$ cat src/inc/gie_pkg.sv
package gie_pkg;

	// Printed register indices; the byte address on the bus is four times the index.
	localparam logic [15:0] PORT_B_INPUT_GATE_IDX = 16'h30b9;
	localparam logic [15:0] PORT_C_INPUT_GATE_IDX = 16'h30ba;
	localparam logic [15:0] PORT_D_INPUT_GATE_IDX = 16'h30bb;
	// Read-only view of the gated pin levels, one byte per port.
	localparam logic [15:0] PIN_LEVEL_VIEW_IDX = 16'h30c0;

	// Width of the byte address seen by the slave.
	localparam int ADDR_WIDTH = 18;
	// Number of pins in each port.
	localparam int PIN_COUNT = 8;
	// Number of gated ports in this bank.
	localparam int PORT_COUNT = 3;

	// Value after reset of every input gate.
	localparam logic [7:0] GATE_RESET = 8'h00;
	// Response codes of the bus.
	localparam logic [1:0] RESP_OKAY = 2'h0;
	localparam logic [1:0] RESP_SLVERR = 2'h2;

	// Register selector produced by the address decoder.
	typedef enum logic [4:0] {
		SEL_NONE = 5'h01,
		SEL_B = 5'h02,
		SEL_C = 5'h04,
		SEL_D = 5'h08,
		SEL_VIEW = 5'h10
	} gie_sel_type;

	// Write channel states, one-hot.
	typedef enum logic [1:0] {
		WR_IDLE = 2'h1,
		WR_RESP = 2'h2
	} gie_wr_state_type;

	// Read channel states, one-hot.
	typedef enum logic [1:0] {
		RD_IDLE = 2'h1,
		RD_RESP = 2'h2
	} gie_rd_state_type;

	// The three input gates travel together, port B in the low byte.
	typedef struct packed {
		logic [7:0] port_d;
		logic [7:0] port_c;
		logic [7:0] port_b;
	} gie_gates_type;

endpackage

$ cat src/gie_ports.sv
// Overview of operation
// - Port B input gate register at 0x30B9.
// - Port C input gate register at 0x30BA.
// - Port D input gate register at 0x30BB.
// - Bit one enables pin input, zero disables.
// - All gate bits writable and read back.
// - Reset clears every gate bit to zero.
//
// Implementation choice: register access over AXI4-Lite.
module gie_ports #(
	parameter int PIN_COUNT = gie_pkg::PIN_COUNT
) (
	input wire logic aclk,
	input wire logic aresetn,
	input wire logic [gie_pkg::ADDR_WIDTH-1:0] s_axi_awaddr,
	input wire logic s_axi_awvalid,
	output logic s_axi_awready,
	input wire logic [31:0] s_axi_wdata,
	input wire logic [3:0] s_axi_wstrb,
	input wire logic s_axi_wvalid,
	output logic s_axi_wready,
	output logic [1:0] s_axi_bresp,
	output logic s_axi_bvalid,
	input wire logic s_axi_bready,
	input wire logic [gie_pkg::ADDR_WIDTH-1:0] s_axi_araddr,
	input wire logic s_axi_arvalid,
	output logic s_axi_arready,
	output logic [31:0] s_axi_rdata,
	output logic [1:0] s_axi_rresp,
	output logic s_axi_rvalid,
	input wire logic s_axi_rready,
	input wire logic [PIN_COUNT-1:0] port_b_pad,
	input wire logic [PIN_COUNT-1:0] port_c_pad,
	input wire logic [PIN_COUNT-1:0] port_d_pad,
	output logic [PIN_COUNT-1:0] port_b_pin_in,
	output logic [PIN_COUNT-1:0] port_c_pin_in,
	output logic [PIN_COUNT-1:0] port_d_pin_in
);

	// The logic is built for exactly one byte per port.
	if (PIN_COUNT != 8) begin : g_check
		$error("gie_ports serves only eight pins per port.");
	end

	// Maps a byte address onto the register it selects.
	function automatic gie_pkg::gie_sel_type decode(input logic [gie_pkg::ADDR_WIDTH-1:0] addr);
		logic [15:0] idx;
		idx = addr[gie_pkg::ADDR_WIDTH-1:2];
		if (addr[1:0] != 2'h0) begin
			decode = gie_pkg::SEL_NONE;
		end else if (idx == gie_pkg::PORT_B_INPUT_GATE_IDX) begin
			decode = gie_pkg::SEL_B;
		end else if (idx == gie_pkg::PORT_C_INPUT_GATE_IDX) begin
			decode = gie_pkg::SEL_C;
		end else if (idx == gie_pkg::PORT_D_INPUT_GATE_IDX) begin
			decode = gie_pkg::SEL_D;
		end else if (idx == gie_pkg::PIN_LEVEL_VIEW_IDX) begin
			decode = gie_pkg::SEL_VIEW;
		end else begin
			decode = gie_pkg::SEL_NONE;
		end
	endfunction

	gie_pkg::gie_gates_type gates_reg; // The three input gate registers.
	gie_pkg::gie_gates_type gated_reg; // Pin levels after the gate.
	logic [3*PIN_COUNT-1:0] pad_all; // All pads packed, port B lowest.
	logic [3*PIN_COUNT-1:0] level_all; // Accepted pad levels, port B lowest.
	gie_pkg::gie_wr_state_type wr_state_reg; // Write channel state.
	gie_pkg::gie_rd_state_type rd_state_reg; // Read channel state.
	logic aw_got_reg; // Write address has been taken.
	logic w_got_reg; // Write data has been taken.
	logic [gie_pkg::ADDR_WIDTH-1:0] awaddr_reg; // Held write address.
	logic [31:0] wdata_reg; // Held write data.
	logic [3:0] wstrb_reg; // Held write strobes.
	gie_pkg::gie_sel_type wr_sel; // Register chosen by the held write address.

	assign pad_all = {port_d_pad, port_c_pad, port_b_pad};
	assign wr_sel = decode(awaddr_reg);

	// Each pad passes three flip-flops; a level is accepted once the last two agree.
	for (genvar i = 0; i < 3 * PIN_COUNT; i++) begin : g_pin
		logic s1_reg; // First stage, read only by the second.
		logic s2_reg; // Second stage.
		logic s3_reg; // Third stage.
		logic level_reg; // Accepted pad level.
		always_ff @(posedge aclk) begin
			if (!aresetn) begin
				s1_reg <= 1'b0;
				s2_reg <= 1'b0;
				s3_reg <= 1'b0;
				level_reg <= 1'b0;
			end else begin
				s1_reg <= pad_all[i];
				s2_reg <= s1_reg;
				s3_reg <= s2_reg;
				// The level moves only when the two later stages agree.
				if (s2_reg == s3_reg) begin
					level_reg <= s3_reg;
				end
			end
		end
		// Hands the accepted level to the shared gate stage.
		assign level_all[i] = level_reg;
	end

	// A clear gate forces zero, a set gate passes the pad level; one process owns the word.
	always_ff @(posedge aclk) begin
		if (!aresetn) begin
			gated_reg <= '0;
		end else begin
			gated_reg <= gie_pkg::gie_gates_type'(level_all & gates_reg);
		end
	end

	// Gated levels drive the internal pin inputs straight from flip-flops.
	assign port_b_pin_in = gated_reg.port_b;
	assign port_c_pin_in = gated_reg.port_c;
	assign port_d_pin_in = gated_reg.port_d;

	// Write channel: takes address and data in either order, then answers.
	always_ff @(posedge aclk) begin
		if (!aresetn) begin
			wr_state_reg <= gie_pkg::WR_IDLE;
			aw_got_reg <= 1'b0;
			w_got_reg <= 1'b0;
			s_axi_awready <= 1'b0;
			s_axi_wready <= 1'b0;
			s_axi_bvalid <= 1'b0;
			s_axi_bresp <= gie_pkg::RESP_OKAY;
			awaddr_reg <= '0;
			wdata_reg <= 32'h0000_0000;
			wstrb_reg <= 4'h0;
		end else begin
			case (wr_state_reg)
				gie_pkg::WR_IDLE: begin
					// Ready rises one cycle after release and falls once each item is taken.
					if (s_axi_awvalid && s_axi_awready) begin
						awaddr_reg <= s_axi_awaddr;
						aw_got_reg <= 1'b1;
						s_axi_awready <= 1'b0;
					end else begin
						s_axi_awready <= !aw_got_reg;
					end
					if (s_axi_wvalid && s_axi_wready) begin
						wdata_reg <= s_axi_wdata;
						wstrb_reg <= s_axi_wstrb;
						w_got_reg <= 1'b1;
						s_axi_wready <= 1'b0;
					end else begin
						s_axi_wready <= !w_got_reg;
					end
					// Both halves held: answer; unmapped or read-only targets get an error.
					if (aw_got_reg && w_got_reg) begin
						s_axi_bvalid <= 1'b1;
						if (wr_sel == gie_pkg::SEL_B || wr_sel == gie_pkg::SEL_C ||
							wr_sel == gie_pkg::SEL_D) begin
							s_axi_bresp <= gie_pkg::RESP_OKAY;
						end else begin
							s_axi_bresp <= gie_pkg::RESP_SLVERR;
						end
						wr_state_reg <= gie_pkg::WR_RESP;
					end
				end
				gie_pkg::WR_RESP: begin
					// The response stands until the master takes it.
					if (s_axi_bready) begin
						s_axi_bvalid <= 1'b0;
						aw_got_reg <= 1'b0;
						w_got_reg <= 1'b0;
						s_axi_awready <= 1'b1;
						s_axi_wready <= 1'b1;
						wr_state_reg <= gie_pkg::WR_IDLE;
					end
				end
				default: begin
					wr_state_reg <= gie_pkg::WR_IDLE;
				end
			endcase
		end
	end

	// Gate registers take the low byte when its strobe is set.
	always_ff @(posedge aclk) begin
		if (!aresetn) begin
			gates_reg <= {gie_pkg::GATE_RESET, gie_pkg::GATE_RESET, gie_pkg::GATE_RESET};
		end else if (wr_state_reg == gie_pkg::WR_IDLE && aw_got_reg && w_got_reg &&
			wstrb_reg[0]) begin
			if (wr_sel == gie_pkg::SEL_B) begin
				gates_reg.port_b <= wdata_reg[7:0];
			end else if (wr_sel == gie_pkg::SEL_C) begin
				gates_reg.port_c <= wdata_reg[7:0];
			end else if (wr_sel == gie_pkg::SEL_D) begin
				gates_reg.port_d <= wdata_reg[7:0];
			end
		end
	end

	// Read channel: one read at a time, data captured when the address is taken.
	always_ff @(posedge aclk) begin
		if (!aresetn) begin
			rd_state_reg <= gie_pkg::RD_IDLE;
			s_axi_arready <= 1'b0;
			s_axi_rvalid <= 1'b0;
			s_axi_rdata <= 32'h0000_0000;
			s_axi_rresp <= gie_pkg::RESP_OKAY;
		end else begin
			case (rd_state_reg)
				gie_pkg::RD_IDLE: begin
					if (s_axi_arvalid && s_axi_arready) begin
						s_axi_arready <= 1'b0;
						s_axi_rvalid <= 1'b1;
						s_axi_rresp <= gie_pkg::RESP_OKAY;
						rd_state_reg <= gie_pkg::RD_RESP;
						case (decode(s_axi_araddr))
							gie_pkg::SEL_B: s_axi_rdata <= {24'h00_0000, gates_reg.port_b};
							gie_pkg::SEL_C: s_axi_rdata <= {24'h00_0000, gates_reg.port_c};
							gie_pkg::SEL_D: s_axi_rdata <= {24'h00_0000, gates_reg.port_d};
							gie_pkg::SEL_VIEW: s_axi_rdata <= {8'h00, gated_reg};
							default: begin
								// Unmapped addresses read zero with an error.
								s_axi_rdata <= 32'h0000_0000;
								s_axi_rresp <= gie_pkg::RESP_SLVERR;
							end
						endcase
					end else begin
						s_axi_arready <= 1'b1;
					end
				end
				gie_pkg::RD_RESP: begin
					// Data stand until the master takes them.
					if (s_axi_rready) begin
						s_axi_rvalid <= 1'b0;
						s_axi_arready <= 1'b1;
						rd_state_reg <= gie_pkg::RD_IDLE;
					end
				end
				default: begin
					rd_state_reg <= gie_pkg::RD_IDLE;
				end
			endcase
		end
	end

endmodule // gie_ports

$ cat config.mk
export PLATFORM = sky130hd
export DESIGN_NAME = gie_ports
export DESIGN_NICKNAME = d
export VERILOG_FILES = /design/src/inc/gie_pkg.sv /design/src/gie_ports.sv
export SDC_FILE = /design/constraint.sdc
export NUM_CORES = 1
export LEC_CHECK = 0
export BUFFER_PORTS_ARGS = -buffer_cell sky130_fd_sc_hd__buf_2
export CAP_MARGIN = 25
export CORE_MARGIN = 3
export CORE_UTILIZATION = 28
export CTS_BUF_LIST = sky130_fd_sc_hd__clkbuf_8
export DETAILED_ROUTE_END_ITERATION = 8
export PLACE_DENSITY = 0.47
export SLEW_MARGIN = 30
export SYNTH_ARGS = -nofsm -noshare
export SYNTH_HDL_FRONTEND = slang
export SYNTH_SLANG_ARGS = --single-unit
$ cat constraint.sdc
create_clock -name aclk -period 1.5 [get_ports aclk]
set_input_delay 0.225 -clock aclk [delete_from_list [all_inputs] [get_ports aclk]]
set_output_delay 0.225 -clock aclk [all_outputs]
set_load 0.05 [all_outputs]
[After elaboration in Yosys (flattened, before gate mapping)]
Cells that the tools add are included.
Cells by class
  equal/unequal tests: 49
  mux-type cells: 40
  bitwise logic cells: 3
  reductions and logical operators: 31
Operator list (number)
  $eq A16 B14 Y1 const B: 8
  $pmux W24 S4: 1
  $mux W5: 13
  $and A24 B24 Y24: 1
  $eq A1 B1 Y1: 24
  $reduce_and A2 Y1: 9
  $reduce_and A3 Y1: 5
  $pmux W1 S2: 7
  $mux W2: 6
  $ne A2 B2 Y1 const B: 6
  $mux W1: 11
  $eq A5 B2 Y1 const B: 2
  $eq A5 B3 Y1 const B: 2
  $eq A5 B4 Y1 const B: 2
  $pmux W2 S2: 2
  $reduce_bool A2 Y1: 4
  $logic_and A1 B1 Y1: 7
  $eq A5 B5 Y1 const B: 1
  $eq A2 B1 Y1 const B: 2
  $eq A2 B2 Y1 const B: 2
  $reduce_and A4 Y1: 1
  $reduce_or A4 Y1: 1
  $logic_not A1 Y1: 2
  $logic_or A1 B1 Y1: 2
  $not A1 Y1: 2
Word-level totals
  bits in registers: 218
  output and inout port bits: 65
  input port bits: 103
  logic and storage cells: 240

[Depth between registers and ports, before layout]
  depth after elaboration: 12
  depth in mapped cells: 6
  mapped depth without buffers: 4

[Worst setup path after synthesis]
OpenSTA, ideal clock, no wires.
  kind: reg2reg
  start: register wr_state_reg[1]
  end: register gates_reg[0] (netlist name)
  library setup time: 0.132 ns
  cell stages (with the launch flop): 6
  data required time: 1.368 ns
  clock period less this slack: 1.616 ns
  setup slack: -0.116 ns
  data arrival time: 1.484 ns
  path buffers: 1
  cells stage by stage: dfxtp_1 nand4b_2 or4b_1 buf_2 o21ai_1 a21oi_1
On the way
  word-level cells in the longest chain between the ends: 5
Ends and longest elaborated chain
  start: declaration: line gie_ports.sv:68  | gie_pkg::gie_wr_state_type wr_state_reg;
  start signal: assignment: line gie_ports.sv:123  | wr_state_reg <= gie_pkg::WR_IDLE;
  start signal: assignment: line gie_ports.sv:161  | wr_state_reg <= gie_pkg::WR_RESP;
  start signal: assignment: line gie_ports.sv:172  | wr_state_reg <= gie_pkg::WR_IDLE;
  $eq A2 B1 Y1: line gie_ports.sv:186  | end else if (wr_state_reg == gie_pkg::WR_IDLE && aw_got_reg && w_got_reg &&
  $logic_and A1 B1 Y1 (3 in series): line gie_ports.sv:186
  $reduce_and A2 Y1 (no source line)
  end signal: assignment: line gie_ports.sv:185  | gates_reg <= {gie_pkg::GATE_RESET, gie_pkg::GATE_RESET, gie_pkg::GATE_RESET};
  end: declaration: line gie_ports.sv:64  | gie_pkg::gie_gates_type gates_reg;
Every way passes these cells.
A chain may end at the register's enable or synchronous reset.

[Worst setup path after layout]
  start: register awaddr_reg[4] (netlist name)
  end: register gates_reg[9] (netlist name)
On the way
  word-level cells in the longest chain between the ends: 9
  elaborated cells between the ends (all ways): 13
  classes of those cells: 6 x eq/ne; 5 x mux; 1 x bitwise; 1 x reduce/logical
Ends and longest elaborated chain
  start: declaration: line gie_ports.sv:72  | logic [gie_pkg::ADDR_WIDTH-1:0] awaddr_reg;
  start signal: assignment: line gie_ports.sv:138  | awaddr_reg <= s_axi_awaddr;
  $eq A16 B14 Y1: line gie_ports.sv:57  | end else if (idx == gie_pkg::PIN_LEVEL_VIEW_IDX) begin
  $mux W5: line gie_ports.sv:57
  $mux W5: line gie_ports.sv:55  | end else if (idx == gie_pkg::PORT_D_INPUT_GATE_IDX) begin
  $mux W5: line gie_ports.sv:53  | end else if (idx == gie_pkg::PORT_C_INPUT_GATE_IDX) begin
  $mux W5 *: line gie_ports.sv:51  | end else if (idx == gie_pkg::PORT_B_INPUT_GATE_IDX) begin
  $mux W5 *: line gie_ports.sv:49  | if (addr[1:0] != 2'h0) begin
  $eq A5 B2 Y1: line gie_ports.sv:188  | if (wr_sel == gie_pkg::SEL_B) begin
  $not A1 Y1 (no source line)
  $reduce_and A3 Y1 (no source line) *
Every way passes the cells marked *; elsewhere a longest branch is shown, timed or not.

==> summary by stage <==
Power
The internal power is 8.78 mW. Dividing total power by cell area gives a power density of 1160 nW/um^2. Of the total power, the share spent switching nets is 23.8%. Sequential cells burn 49.9% of the power. The design draws 11.5 mW. The net load switching power is 2.75 mW. The worst-case IR drop observed on VDD is 0.447 mV. The analysis attributes to cell leakage a power of 4.07 nW. The combinational share of power is 6.7%. Of the total power, the clock network draws 43.3%.

Logic synthesis
By area the synthesized netlist is led by sky130_fd_sc_hd__dfxtp_1 (57%), sky130_fd_sc_hd__a21oi_1 (7.0%), sky130_fd_sc_hd__and2_1 (6.3%). The synthesized area divided by synthesized cell count is 9.72 sq um. The sequential area share after synthesis is 57.4%.

The synthesized netlist contains 45 unique library cells. Synthesis handed over a netlist of 746 instances. The portion of synthesized cell area occupied by the leading cell type is 57.4%. The fraction of registers with async set or reset after synthesis is 0%.

For this run, the leading register cell type out of synthesis is sky130_fd_sc_hd__dfxtp_1. The number of synthesized flops with an enable pin is 0. The Yosys step of the flow raised 0 warnings. Of all cell types, the one taking the most synthesized area is sky130_fd_sc_hd__dfxtp_1. The cell area that synthesis handed to floorplanning was 7250 sq um. Counting flops and latches in the post-synthesis netlist gives 208.

Global routing
The total overflow reported by the global router is 0. Entering global routing, the biggest net connects 101 pins. The initial antenna violation count was 0. The number of global-route vias before repair is 5663. The total routing resource utilization after global routing is 13.4%. The global-route wire length before repair is 30.5 mm.

Run
The total of max-cap violations is 0.

Layout
Leaving out fill and tap cells, the most frequent cell in the layout is sky130_fd_sc_hd__dfxtp_1. The signed area change from the synthesized netlist to the final layout is 36.9%. The share of cells above drive strength 1 is 27.7%. The count of antenna diodes in the layout is 0.

The top cell types in the final layout, fill and taps aside, are sky130_fd_sc_hd__dfxtp_1 (201), sky130_fd_sc_hd__buf_2 (128), sky130_fd_sc_hd__nand2_1 (106). After the last flow step, the layout net total stands at 1077. Summing all non-filler instances in the final layout gives an area of 9930 sq um.

Timing
For the pin with the worst max-slew slack, the measured transition is 0.500 ns. The minimum clock period after layout is 1.68 ns. The post-layout worst setup margin is -0.183 ns. Headroom to the max-slew limit came out at 66.6%. In the finished design, the share of the clock period the worst path needs comes to 112%. Adding up every negative setup slack in the final design gives -3.74 ns. The hold violation count in the final report is 0. Setup violations remaining at the end of the flow were counted as 25. The maximum clock rate is 0.594 GHz. The number of max-slew violations in the final report came to 0. Setup repair after global routing could not meet its margin everywhere. The clock arrives with 0.0202 ns of skew.

Clocking
The cell at the root of the clock tree is sky130_fd_sc_hd__clkbuf_8. TritonCTS built the clock tree. The number of buffers inserted during clock tree synthesis is 37. At the later pin of the worst-skew pair, clock insertion delay measures 0.53 ns. CTS saw 208 sinks. The longest clock path from root to sink contains 3 buffers.

The clock input transition at the sequential cells of the worst setup and hold paths is 0.06 ns. The maximum level of the CTS H-tree is 2.

Drt
The violation count after the first detailed-route iteration is 386. The routed layout has 6005 vias. The pre-antenna-repair detailed-routing pass consisted of 5 iterations. The residual DRC count is 0.

The number of nets with antenna violations after routing is 0. The final routed wirelength across all metal layers is 19.4 mm. After detailed routing, the average wire length per cell comes to 14.6 microns.

The via-per-instance ratio is 4.53.

Floorplan
The starting utilization of the core area is 28.6%. The horizontal extent of the die is 167 microns. The die area is 27900 sq um.

The die is 167 microns tall. The number of placed I/O pins is 168. The cell row count is 58. The core region is 25300 sq um.

Outcome
The flow ran to the end, but the final reports show violations. The checks that failed: negative setup slack.

Critical path
The worst setup path is launched from a flop. The largest driver fanout on the critical path is 12. The worst setup path is captured at a flop. The category of the most critical setup path is flop to flop. STA puts the critical path data arrival time at 2.13 ns.

The startpoint identified for the worst register-to-register timing path is awaddr_reg[4]. The start point of the critical path is awaddr_reg[4]. For the worst setup path, the data required time is 1.95 ns.

Placement
The port buffer count is 130. The final RePlAce weighted congestion is 0.786. The placed wire-length estimate after detailed placement is 13.0 mm. Summing all placed instances gives a cell area of 8540 sq um.

Hold path
The classification of the worst-slack hold path is primary input to flop. In this run the most critical hold path is launched from s_axi_bready.
-- per-layer routing --
layer	track usage [%]	wire [microns]	vias up
met5	0	0	-
met4	5.20	448	0
met3	3.35	1190	31
met2	19.4	8170	177
met1	19.1	9540	2752
li1	-	-	3045
-- metrics by stage --
stage          utilization, %  worst slack (ns)  hold WS, ns  instances
3_5_place_dp             33.7            -0.148        0.417       1210
4_1_cts                  38.6            -0.144       0.0338       1323
6_report                 39.2            -0.183       0.0604       1326
3_3_place_gp             33.7            -0.141        0.418       1210
5_1_grt                  39.2            -0.253       0.0759       1326
2_1_floorplan               -           -0.0643        0.352        755
-- logic make-up (layout without fill, tap and decap cells) --
logic type	Yosys count	after routing	share of synthesized area, %
and+or+nand+nor	294	294	23.6
DFF	208	208	57.4
AOI/OAI and AO/OA	181	181	13.6
buffers and inverters	53	294	3.99
muxes	9	9	1.38
other	1	10	0.0517
-- critical path: stages, from the launching register on --
cell and delay, ns:
sky130_fd_sc_hd__dfxtp_2 0.33, sky130_fd_sc_hd__buf_6 0.11, sky130_fd_sc_hd__or4b_4 0.49, sky130_fd_sc_hd__nor3_4 0.16, sky130_fd_sc_hd__buf_12 0.14, sky130_fd_sc_hd__clkbuf_16 0.16
sky130_fd_sc_hd__nand3_1 0.08, sky130_fd_sc_hd__a21oi_1 0.13
-- synthesized netlist by cell type (all sizes together), types with 3 or more instances --
cell type	number
and3	27
a22o	8
nor4	4
nand4	18
buf	25
a21oi	101
nand3b	4
nor3	4
nand4b	4
nor2	5
nor2b	3
nor3b	3
mux2	8
a32oi	8
dfxtp	208
o21ai	59
nand3	27
nand2	106
clkbuf	25
and2	73
or4b	4
-- cell type report --
type                            instances  area, sq um
Clock buffer                           46          633
Sequential cell                       208         4170
Fill cell                            2558        15400
Tap cell                              330          413
Inverter                                3         11.3
Clock inverter                         15         73.8
Multi-Input combinational cell        494         2940
Timing Repair Buffer                  230         1690
-- power by group through the flow --
stage,Clock [mW],Combinational (mW),Sequential (mW)
3_5_place_dp,0,0.681,5.87
4_1_cts,5.19,0.783,5.75
3_3_place_gp,0,0.680,5.87
6_report,5.00,0.778,5.76
5_1_grt,5.44,0.861,5.77
2_1_floorplan,0,0.368,5.90
-- path summary, 6_finish.rpt --
path | endpoint | slack, ns | cells after the start
min reg2reg | g_pin[20].s2_reg | 0.43 | 1
max | gates_reg[9] | -0.18 | 7
min | wr_state_reg[0] | 0.06 | 3
max reg2reg | gates_reg[9] | -0.18 | 7
-- repair_timing --
action,4_1_cts,5_1_grt
hold buffers,52,0
gates resized for setup,1,20
endpoints found under the hold margin,52,0
endpoints found under the setup margin,25,32
buffers inserted,0,1
cloned,0,2
(Power assumes the default switching activity.)
